===== src/design/wwds_defs.svh =====
`ifndef WWDS_DEFS_SVH
`define WWDS_DEFS_SVH

// ****************************************************************
// time base
// ****************************************************************
`define WWDS_CLK_MHZ          200
// one tick per microsecond
`define WWDS_TICK_CYC         (`WWDS_CLK_MHZ)
// glitch filter, at least 100 ns in cycles (rounded up)
`define WWDS_FILT_NS          100
`define WWDS_FILT_CYC         ((`WWDS_FILT_NS * `WWDS_CLK_MHZ + 999) / 1000)

// ****************************************************************
// timing in microseconds
// ****************************************************************
`define WWDS_FAULT_PULSE_US   1000
`define WWDS_RESET_TIMEOUT_US 100000

// early and late limits per option, in microseconds (lower bounds)
`define WWDS_EARLY_A_US       1000
`define WWDS_EARLY_B_US       10000
`define WWDS_EARLY_C_US       10000
`define WWDS_EARLY_D_US       10000
`define WWDS_EARLY_E_US       10000
`define WWDS_EARLY_F_US       17000
`define WWDS_EARLY_G_US       29000
`define WWDS_EARLY_H_US       543000
`define WWDS_LATE_A_US        10000
`define WWDS_LATE_B_US        100000
`define WWDS_LATE_C_US        300000
`define WWDS_LATE_D_US        10000000
`define WWDS_LATE_E_US        60000
`define WWDS_LATE_F_US        47000
`define WWDS_LATE_G_US        82000
`define WWDS_LATE_H_US        1300000

`define WWDS_US_W             24

`endif


===== src/design/wwds_pkg.sv =====
package wwds_pkg;

  // factory timing option
  typedef enum logic [2:0] {
    WWDS_OPT_A, WWDS_OPT_B, WWDS_OPT_C, WWDS_OPT_D,
    WWDS_OPT_E, WWDS_OPT_F, WWDS_OPT_G, WWDS_OPT_H
  } wwds_opt_t;

  // watchdog states
  typedef enum logic [1:0] {
    WWDS_HELD, WWDS_FIRST, WWDS_ARMED, WWDS_FAULT
  } wwds_state_t;

endpackage : wwds_pkg


===== src/design/wwds_filter.sv =====
`timescale 1ns/1ps
`include "wwds_defs.svh"

module wwds_filter (
  input  wire logic clk,
  input  wire logic reset_n,
  input  wire logic raw,
  output logic      clean
);

  logic       sync_a;
  logic       sync_b;
  logic [4:0] run;

  // two-stage synchroniser, pins idle high
  always_ff @(posedge clk or negedge reset_n) begin
    if (!reset_n) begin
      sync_a <= 1'b1;
      sync_b <= 1'b1;
    end else begin
      sync_a <= raw;
      sync_b <= sync_a;
    end
  end

  // accept a new level only after it is stable for the filter time
  always_ff @(posedge clk or negedge reset_n) begin
    if (!reset_n) begin
      run   <= 5'h00;
      clean <= 1'b1;
    end else if (sync_b == clean) begin
      run <= 5'h00;
    end else if (run == 5'(`WWDS_FILT_CYC - 1)) begin
      run   <= 5'h00;
      clean <= sync_b;
    end else begin
      run <= run + 5'h01;
    end
  end

endmodule : wwds_filter


===== src/design/wwds_tick.sv =====
`timescale 1ns/1ps
`include "wwds_defs.svh"

module wwds_tick #(
  parameter logic [7:0] TICK_DIV = 8'(`WWDS_TICK_CYC)
) (
  input  wire logic clk,
  input  wire logic reset_n,
  output logic      tick_us
);

  logic [7:0] div;

  // free-running one-microsecond enable
  always_ff @(posedge clk or negedge reset_n) begin
    if (!reset_n) begin
      div     <= 8'h00;
      tick_us <= 1'b0;
    end else if (div == TICK_DIV - 8'h01) begin
      div     <= 8'h00;
      tick_us <= 1'b1;
    end else begin
      div     <= div + 8'h01;
      tick_us <= 1'b0;
    end
  end

endmodule : wwds_tick


===== src/design/wwds_supervisor.sv =====
// How it works
// - a kick falling edge before the early limit since the last accepted edge is a fast fault.
// - no kick falling edge within the late limit after the last accepted edge is a slow fault.
// - the first kick after reset or fault output returns high never gives a fast fault.
// - the interval counter clears on each accepted kick edge and when reset goes high.
// - a kick inside the window keeps the fault output high and restarts the interval.
// - a fault drives the fault output low for 1 ms, within 0.5 ms to 3 ms.
// - the fault output is never low while the reset output is low.
// - manual reset low asserts reset, holds the counter at zero and releases the fault output.
// - reset stays low at least 100 ms after manual reset returns high.
// - undervoltage asserts reset; release waits for supply good over the whole timeout.
// - kicks are ignored while reset or fault output is low.
// - the reset timeout lasts at least 100 ms.
`timescale 1ns/1ps
`include "wwds_defs.svh"

module wwds_supervisor #(
  parameter wwds_pkg::wwds_opt_t OPTION         = wwds_pkg::WWDS_OPT_A,
  parameter logic [23:0]         RESET_TIMEOUT  = 24'(`WWDS_RESET_TIMEOUT_US),
  parameter logic [23:0]         FAULT_PULSE    = 24'(`WWDS_FAULT_PULSE_US),
  parameter logic [7:0]          TICK_DIV       = 8'(`WWDS_TICK_CYC)
) (
  input  wire logic clk,
  input  wire logic reset_n,
  input  wire logic window_kick_input,
  input  wire logic manual_reset_input,
  input  wire logic undervoltage,
  output logic      system_reset_n,
  output logic      fault_pulse_output,
  output logic      fault_pulse_oe
);

  // ****************************************************************
  // limit selection
  // ****************************************************************
  logic [`WWDS_US_W-1:0] early_limit;
  logic [`WWDS_US_W-1:0] late_limit;

  // per-option limit lookup
  always_comb begin
    case (OPTION)
      wwds_pkg::WWDS_OPT_A: begin
        early_limit = `WWDS_US_W'(`WWDS_EARLY_A_US);
        late_limit  = `WWDS_US_W'(`WWDS_LATE_A_US);
      end
      wwds_pkg::WWDS_OPT_B: begin
        early_limit = `WWDS_US_W'(`WWDS_EARLY_B_US);
        late_limit  = `WWDS_US_W'(`WWDS_LATE_B_US);
      end
      wwds_pkg::WWDS_OPT_C: begin
        early_limit = `WWDS_US_W'(`WWDS_EARLY_C_US);
        late_limit  = `WWDS_US_W'(`WWDS_LATE_C_US);
      end
      wwds_pkg::WWDS_OPT_D: begin
        early_limit = `WWDS_US_W'(`WWDS_EARLY_D_US);
        late_limit  = `WWDS_US_W'(`WWDS_LATE_D_US);
      end
      wwds_pkg::WWDS_OPT_E: begin
        early_limit = `WWDS_US_W'(`WWDS_EARLY_E_US);
        late_limit  = `WWDS_US_W'(`WWDS_LATE_E_US);
      end
      wwds_pkg::WWDS_OPT_F: begin
        early_limit = `WWDS_US_W'(`WWDS_EARLY_F_US);
        late_limit  = `WWDS_US_W'(`WWDS_LATE_F_US);
      end
      wwds_pkg::WWDS_OPT_G: begin
        early_limit = `WWDS_US_W'(`WWDS_EARLY_G_US);
        late_limit  = `WWDS_US_W'(`WWDS_LATE_G_US);
      end
      default: begin
        early_limit = `WWDS_US_W'(`WWDS_EARLY_H_US);
        late_limit  = `WWDS_US_W'(`WWDS_LATE_H_US);
      end
    endcase
  end

  // ****************************************************************
  // time base and input filters
  // ****************************************************************
  logic tick_us;
  logic kick_clean;
  logic mr_clean;
  logic uv_a;
  logic uv_b;

  wwds_tick #(
    .TICK_DIV (TICK_DIV)
  ) u_tick (
    .clk     (clk),
    .reset_n (reset_n),
    .tick_us (tick_us)
  );

  wwds_filter u_kick_filt (
    .clk     (clk),
    .reset_n (reset_n),
    .raw     (window_kick_input),
    .clean   (kick_clean)
  );

  wwds_filter u_mr_filt (
    .clk     (clk),
    .reset_n (reset_n),
    .raw     (manual_reset_input),
    .clean   (mr_clean)
  );

  // undervoltage level synchroniser, asserted at reset
  always_ff @(posedge clk or negedge reset_n) begin
    if (!reset_n) begin
      uv_a <= 1'b1;
      uv_b <= 1'b1;
    end else begin
      uv_a <= undervoltage;
      uv_b <= uv_a;
    end
  end

  // ****************************************************************
  // reset supervision
  // ****************************************************************
  logic                  hold_reset;
  logic                  rst_done;
  logic [`WWDS_US_W-1:0] rst_count;

  // reset is held while supply is bad or manual reset is low
  assign hold_reset = uv_b | ~mr_clean;

  // last tick of the reset timeout
  assign rst_done = ~system_reset_n & tick_us &
                    (rst_count >= RESET_TIMEOUT - 24'h00_0001);

  // timeout counter, restarted whenever a hold condition returns
  always_ff @(posedge clk or negedge reset_n) begin
    if (!reset_n) begin
      rst_count <= '0;
    end else if (hold_reset) begin
      rst_count <= '0;
    end else if (!system_reset_n && tick_us && !rst_done) begin
      rst_count <= rst_count + 24'h00_0001;
    end
  end

  // reset output, released only once the full timeout has run
  always_ff @(posedge clk or negedge reset_n) begin
    if (!reset_n) begin
      system_reset_n <= 1'b0;
    end else if (hold_reset) begin
      system_reset_n <= 1'b0;
    end else if (rst_done) begin
      system_reset_n <= 1'b1;
    end
  end

  // ****************************************************************
  // reset release edge
  // ****************************************************************
  logic rst_prev;
  logic rst_rise;

  // previous reset output level
  always_ff @(posedge clk or negedge reset_n) begin
    if (!reset_n) begin
      rst_prev <= 1'b0;
    end else begin
      rst_prev <= system_reset_n;
    end
  end

  // one-cycle strobe as the reset output goes high
  assign rst_rise = system_reset_n & ~rst_prev;

  // ****************************************************************
  // watchdog window
  // ****************************************************************
  wwds_pkg::wwds_state_t state;
  logic                  kick_prev;
  logic                  kick_fall;
  logic                  watching;
  logic                  fast_fault;
  logic                  slow_fault;
  logic                  good_kick;
  logic                  pulse_done;
  logic [`WWDS_US_W-1:0] interval;
  logic [`WWDS_US_W-1:0] pulse_count;
  logic                  fault_low;

  // falling edge of the filtered kick
  always_ff @(posedge clk or negedge reset_n) begin
    if (!reset_n) begin
      kick_prev <= 1'b1;
    end else begin
      kick_prev <= kick_clean;
    end
  end

  assign kick_fall = kick_prev & ~kick_clean;

  // window events, judged only while reset is high and no fault stands; pulse end judged only during a fault
  assign watching   = system_reset_n &
                      (state == wwds_pkg::WWDS_FIRST || state == wwds_pkg::WWDS_ARMED);
  assign fast_fault = watching & kick_fall & (state == wwds_pkg::WWDS_ARMED) &
                      (interval < early_limit);
  assign good_kick  = watching & kick_fall & ~fast_fault;
  assign slow_fault = watching & ~kick_fall & tick_us &
                      (interval >= late_limit - 24'h00_0001);
  assign pulse_done = system_reset_n & (state == wwds_pkg::WWDS_FAULT) & tick_us &
                      (pulse_count >= FAULT_PULSE - 24'h00_0001);

  // window state machine
  always_ff @(posedge clk or negedge reset_n) begin
    if (!reset_n) begin
      state <= wwds_pkg::WWDS_HELD;
    end else if (!system_reset_n) begin
      state <= wwds_pkg::WWDS_HELD;
    end else begin
      case (state)
        wwds_pkg::WWDS_HELD: begin
          state <= wwds_pkg::WWDS_FIRST;
        end
        wwds_pkg::WWDS_FIRST, wwds_pkg::WWDS_ARMED: begin
          if (fast_fault || slow_fault) begin
            state <= wwds_pkg::WWDS_FAULT;
          end else if (good_kick) begin
            state <= wwds_pkg::WWDS_ARMED;
          end
        end
        wwds_pkg::WWDS_FAULT: begin
          if (pulse_done) begin
            state <= wwds_pkg::WWDS_FIRST;
          end
        end
        default: begin
          state <= wwds_pkg::WWDS_HELD;
        end
      endcase
    end
  end

  // interval counter in microsecond ticks
  always_ff @(posedge clk or negedge reset_n) begin
    if (!reset_n) begin
      interval <= '0;
    end else if (!system_reset_n || rst_rise) begin
      interval <= '0;
    end else if (good_kick || state == wwds_pkg::WWDS_FAULT) begin
      interval <= '0;
    end else if (watching && tick_us && !slow_fault) begin
      interval <= interval + 24'h00_0001;
    end
  end

  // fault pulse length counter
  always_ff @(posedge clk or negedge reset_n) begin
    if (!reset_n) begin
      pulse_count <= '0;
    end else if (!system_reset_n || state != wwds_pkg::WWDS_FAULT) begin
      pulse_count <= '0;
    end else if (tick_us && !pulse_done) begin
      pulse_count <= pulse_count + 24'h00_0001;
    end
  end

  // fault pin pull request, dropped at once by reset
  always_ff @(posedge clk or negedge reset_n) begin
    if (!reset_n) begin
      fault_low <= 1'b0;
    end else if (!system_reset_n) begin
      fault_low <= 1'b0;
    end else if (fast_fault || slow_fault) begin
      fault_low <= 1'b1;
    end else if (pulse_done) begin
      fault_low <= 1'b0;
    end
  end

  // ****************************************************************
  // fault pin
  // ****************************************************************
  // open-drain fault pin, only pulled low and only while reset is high
  assign fault_pulse_output = 1'b0;
  assign fault_pulse_oe     = fault_low & system_reset_n;

endmodule : wwds_supervisor


===== config.mk =====
export PLATFORM = sky130hd
export DESIGN_NAME = wwds_supervisor
export DESIGN_NICKNAME = d
export VERILOG_FILES = /design/src/design/wwds_pkg.sv /design/src/design/wwds_filter.sv /design/src/design/wwds_tick.sv /design/src/design/wwds_supervisor.sv
export VERILOG_INCLUDE_DIRS = /design/src /design/src/design
export SDC_FILE = /design/constraint.sdc
export NUM_CORES = 1
export LEC_CHECK = 0
export CORE_AREA = 2 2 114 94
export DETAILED_ROUTE_END_ITERATION = 16
export DIE_AREA = 0 0 116 96
export DONT_BUFFER_PORTS = 1
export MAX_ROUTING_LAYER = met4
export PLACE_DENSITY = 0.66
export SYNTH_ARGS = -nofsm -noshare
export SYNTH_HDL_FRONTEND = slang
export SYNTH_HIERARCHICAL = 1
export SYNTH_SLANG_ARGS = --single-unit
export TNS_END_PERCENT = 10

===== constraint.sdc =====
create_clock -name clk -period 2.4 [get_ports clk]
set_input_delay 0.48 -clock clk [delete_from_list [all_inputs] [get_ports clk]]
set_output_delay 0.48 -clock clk [all_outputs]
set_load 0.01 [all_outputs]

# Word-level counts from Yosys, hierarchy flattened
# Index checks and enable logic that the tools add are counted.
[totals]
output_inout_bits = 3
input_bits = 5
reg_bits = 105
[op_classes]
eq_ne = 12
n_mux = 23
reduce_logical = 23
bitwise = 25
magnitude_cmp = 4
n_addsub = 6
[ops]
columns = ["operator", "count"]
rows = [
  ["$mux 24", 7],
  ["$add 24x1->24 const B", 3],
  ["$ge 24x10->1 const B", 1],
  ["$ge 24x14->1 const B", 1],
  ["$ge 24x17->1 const B", 1],
  ["$lt 24x10->1 const B", 1],
  ["$mux 5", 4],
  ["$and 1x1->1", 16],
  ["$add 5x1->5 const B", 2],
  ["$eq 5x5->1 const B", 2],
  ["$add 8x1->8 const B", 1],
  ["$eq 8x8->1 const B", 1],
  ["$mux 2", 4],
  ["$mux 8", 1],
  ["$not 1->1", 8],
  ["$mux 1", 6],
  ["$pmux 2 s3", 1],
  ["$reduce_and 2->1", 3],
  ["$reduce_bool 2->1", 3],
  ["$logic_and 1x1->1", 5],
  ["$logic_or 1x1->1", 5],
  ["$eq 2x2->1 const B", 2],
  ["$logic_not 1->1", 4],
  ["$ne 4x4->1 const B", 1],
  ["other kinds (9)", 10],
]

# Longest topological paths before layout
[depth]
depth_word = 12
mapped_depth = 7

# Hierarchy
# The synthesis kept the hierarchy.
[modules_own_cells]
columns = ["mod", "area_per_inst_um2", "cells_each", "instances"]
rows = [
  ["wwds_supervisor", 3993.8, 417, 1],
  ["wwds_filter", 326.6, 24, 2],
  ["wwds_tick", 415.4, 34, 1],
]

# Worst setup path before layout
# OpenSTA, ideal clock, no wires.
[synth_path]
kind = "register -> register"
from = "register state[1]"
to = "register interval[11]"
slack_ns = 0.329
setup_time_ns = 0.132
stages_incl_launch_ff = 7
arrival_time_ns = 1.939
synth_period_minus_slack_ns = 2.071
required_ns = 2.268
cell_sequence = "dfrtp_1 -> ha_1 -> or4_1 -> buf_1 -> nor4b_1 -> xnor2_1 -> nor2_1"
[synth_between]
elab_chain_cells = 11
elab_cells_between_ends = 20
[synth_lines]
columns = ["item", "line_no", "rtl"]
rows = [
  ["start: declaration", "wwds_supervisor.sv:176", "wwds_pkg::wwds_state_t state;"],
  ["start signal: assignment", "wwds_supervisor.sv:213", "state <= wwds_pkg::WWDS_HELD;"],
  ["start signal: assignment", "wwds_supervisor.sv:215", "state <= wwds_pkg::WWDS_HELD;"],
  ["start signal: assignment", "wwds_supervisor.sv:219", "state <= wwds_pkg::WWDS_FIRST;"],
  ["$eq 2x1->1 / $eq 2x2->1 (equally long branches)", "wwds_supervisor.sv:201, wwds_supervisor.sv:202", ""],
  ["$logic_or 1x1->1", "wwds_supervisor.sv:201", "(state == wwds_pkg::WWDS_FIRST || state == wwds_pkg::WWDS_ARMED);"],
  ["$and 1x1->1", "wwds_supervisor.sv:200", "assign watching = system_reset_n &"],
  ["$and 1x1->1", "wwds_supervisor.sv:202, wwds_supervisor.sv:204", ""],
  ["$and 1x1->1 (2 in series)", "wwds_supervisor.sv:202", "assign fast_fault = watching & kick_fall & (state == wwds_pkg::WWDS_ARMED) &"],
  ["$not 1->1", "wwds_supervisor.sv:204", "assign good_kick = watching & kick_fall & ~fast_fault;"],
  ["$and 1x1->1", "wwds_supervisor.sv:204", ""],
  ["$logic_or 1x1->1", "wwds_supervisor.sv:246", "end else if (good_kick || state == wwds_pkg::WWDS_FAULT) begin"],
  ["$mux 24", "wwds_supervisor.sv:246", ""],
  ["$mux 24", "wwds_supervisor.sv:244", "end else if (!system_reset_n || rst_rise) begin"],
  ["end signal: assignment", "wwds_supervisor.sv:249", "interval <= interval + 24'h00_0001;"],
  ["end: declaration", "wwds_supervisor.sv:184", "logic [`WWDS_US_W-1:0] interval;"],
]
# Parallel ways exist; a longest one is shown, timed or not.
# A chain may end at the register's enable or synchronous reset.

# Worst setup path in the final report
# Same ends and word-level chain as after synthesis.

==> results.txt <==
The wire length of the first global-routing pass is 16,800 um. The number of enable flip-flop cells after synthesis is 0. The final critical-path share of the clock period is 92.7%. The first-pass detailed-route iteration total is 5. The flop and latch count out of synthesis came out at 105. The detail-routed net length per standard cell came out at 15.3 um.

The routed layout has 3,826 vias. The number of top-level pins is 8. Together, buffers and inverters on the worst path number 0. The die covers 0.0111 mm^2. The via count of the first global-routing pass was 3,573. The slowest stage of the critical path is the or4_1 cell. Setup repair after global routing left no endpoint under its margin. The worst relative slew slack came out at 48.2%. VDD sags by at most 0.447 mV.

The combined global-route utilization of all metal layers is 20.0%. The critical path in this run is classified as reg2reg. The clock sink total is 105. TritonCTS built the clock tree. Post-CTS repair changed the size of 0 cells. In this run the vertical extent of the chip is 96 um. The top cell types in the final layout, fill and taps aside, are 96 x dfrtp_1, 54 x nor2_1, 38 x nand2_1. For this configuration, the core starts out at a cell density of 50.7%. Routability-driven placement finished with a final weighted congestion of 0.840.

The signal on the critical path passes through ha_1 -> or4_1 -> nor4b_1 -> xnor2_1 -> nor2_1. Across the run, the number of max-cap violations was 0. The nature of the critical path startpoint is a flop. The post-layout minimum cycle time came out at 2.22 ns. The pin count of the biggest net entering global routing came out at 106. The total negative slack for setup checks came out at 0 ns. The initial DRC count is 252.

The number of antenna repair diodes came out at 0. Among all flip-flop cells after synthesis, the most frequent one is dfrtp_1. Yosys mapped the design onto 63 distinct sky130hd cell types. The clock passes through at most 2 buffers. The number of vias per cell after detailed routing came out at 5.85. The deepest level of the CTS H-tree came out at 3. The total of buffers placed on input and output ports is 0. The peak clock frequency supported by timing is 450 MHz. The finished cells cover 0.00559 mm^2.

Summing every instance area after synthesis gives 0.00506 mm^2. The per-instance average area after synthesis is 10.1 um^2. The synthesized instance count is 499.

The total placed instance area is 0.00531 mm^2. The post-route netlist has 12.3% of its cells at a drive strength greater than 1. The highest fanout seen on the critical path is 8. The library cell used most frequently in the layout, excluding fill and tap cells, is dfrtp_1. The HPWL after detailed placement came out at 6640 um.

In the synthesized netlist the async set-or-reset flop fraction comes to 100%. The core outline area came out at 0.00999 mm^2. The cell area power density came out at 577 mW/mm^2. The post-detailed-routing wire length came out at 9980 um. At the worst endpoint, the required time is 2.62 ns. The row count came out at 33. The initial antenna violation count came out at 0. The flow ran to the end, but the final reports show violations. The static leakage power came out at 2.42 nW. The post-CTS setup buffer count came out at 0. The checks that failed: negative hold slack. The kind of capture point of the worst setup path is a flop. The die is 116 um wide. The data arrival at the endpoint of the critical path came out at 2.45 ns. The setup clock skew after layout came out at 0.00822 ns. The clock tree root buffer cell is clkbuf_16. The clock insertion delay at the later pin of the skew report is 0.35 ns. The transition at the pin with the smallest max-transition slack is 0.767 ns.

For this run, design rule violations remaining after detail routing come to 0. The number of slew-limit violations in the final report came out at 0. The remaining global-route overflow came out at 0. Synthesis produced a netlist with a net count of 512. The net total in the final layout is 522. The clock transition time at the flip-flop clock pins of the worst setup and hold paths is 0.07 ns.

After synthesis, flip-flops and latches occupy 52.1% of the total area. In this run the worst hold path is classified as in2async. The post-route worst hold slack came out at -0.172 ns. The family with the most delay on the worst path is simple AND/OR/NAND/NOR gates. The number of warnings printed during yosys synthesis came out at 6. TritonCTS created 9 clock buffers.

The number of nets still failing antenna checks after routing is 0. Setup violations remaining at the end of the flow were counted as 0. The area growth from synthesis to final layout is 10.4%. The number of hold-slack violations in the final timing report came to 96. The critical path's largest stage delay came out at 0.69 ns.
-- through the flow --
step	hold WS, ns	power [mW]	instances	util, %	setup slack [ns]
3_3_place_gp	0.189	1.85	638	53.1	0.269
3_5_place_dp	0.190	1.85	638	53.1	0.207
4_1_cts	-0.191	3.27	654	55.9	0.175
6_report	-0.172	3.22	654	55.9	0.176
2_1_floorplan	0.184	1.85	499	-	0.329
5_1_grt	-0.196	3.34	654	55.9	0.0570
-- path summary, 6_finish.rpt --
check,slack (ns),end,cells past startpoint,from
hold reg to reg,0.36,u_mr_filt/sync_b$_DFF_PN1_,0,u_mr_filt/sync_a$_DFF_PN1_
setup reg to reg,0.18,interval[11]$_DFFE_PN0P_,5,state[1]$_DFFE_PN0P_
max in group asynchronous,2.32,kick_prev$_DFF_PN1_,0,reset_n
min in group clk,0.12,uv_a$_DFF_PN1_,0,undervoltage
setup / recovery,0.18,interval[11]$_DFFE_PN0P_,5,state[1]$_DFFE_PN0P_
hold / removal,-0.17,rst_count[8]$_DFFE_PN0P_,0,reset_n
-- cell families after synthesis --
logic type,share of synthesized area [%]
compound gates,11.0
xor+xnor,4.84
fa+ha+maj,1.98
buf+inv,2.69
flops,52.1
mux,1.41
other cells,0.0741
simple gates,25.9
-- worst register-to-register path, stage by stage (launching register included) --
cell	delay [ns]
dfrtp_1	0.44
ha_1	0.32
or4_1	0.70
nor4b_1	0.42
xnor2_1	0.17
nor2_1	0.06
-- per-layer routing --
layer  share of wire, %  routed length (um)  GRT usage, %
met1                 50                5000          28.1
met2                 43                4320          28.2
met3                4.5                 445          4.41
met4                2.1                 214          8.04
met5                  0                   0             -
-- flip-flops by register name, summed over array words and instances, names as in the netlist, 2 cells and up --
name and count:
interval 24, pulse_count 24, rst_count 24, u_tick/div 8, u_kick_filt/run 5, u_mr_filt/run 5, state 2
-- synthesized netlist by cell type, drive strengths merged, types with 2 or more instances --
master | number | share of area (%)
buf | 4 | 0.42
nor4b | 3 | 0.52
xor2 | 8 | 1.4
and3b | 2 | 0.35
dfstp | 9 | 4.7
o31ai | 4 | 0.79
and4 | 5 | 0.87
clkbuf | 17 | 1.3
or4 | 10 | 1.5
and4b | 2 | 0.47
and3 | 22 | 2.7
a21oi | 19 | 2.0
xnor2 | 20 | 3.5
mux2i | 3 | 0.59
a2111oi | 2 | 0.84
a41oi | 4 | 0.69
a31oi | 10 | 1.2
nand2 | 38 | 2.8
dfrtp | 96 | 47
o21ai | 16 | 1.6
nor2 | 55 | 4.1
inv | 13 | 0.96
ha | 8 | 2.0
nor4 | 19 | 2.8
nand4 | 17 | 2.1
nor2b | 4 | 0.54
and2 | 12 | 1.5
a21o | 2 | 0.30
nor3 | 10 | 1.2
a211o | 2 | 0.35
or3 | 5 | 0.62
a41o | 3 | 0.59
mux2 | 3 | 0.82
o211ai | 8 | 1.2
nand2b | 5 | 0.62
nand4b | 2 | 0.35
nand3 | 25 | 2.5
-- cell type report --
class / count / area [um^2]
fillers: 863 / 4400
flip-flops and latches: 105 / 2640
multi-input cells: 360 / 2290
clock buffers: 10 / 239
well taps: 140 / 175
repair buffers: 20 / 150
inverters: 13 / 48.8
clock inverters: 6 / 46.3
-- power by group --
group | total [mW] | internal, mW | switching, mW
registers | 1.80 | 1.79 | 0.0101
logic | 0.0183 | 0.00938 | 0.00892
clock network | 1.41 | 0.743 | 0.667
Power figures use the tool's default switching activity.
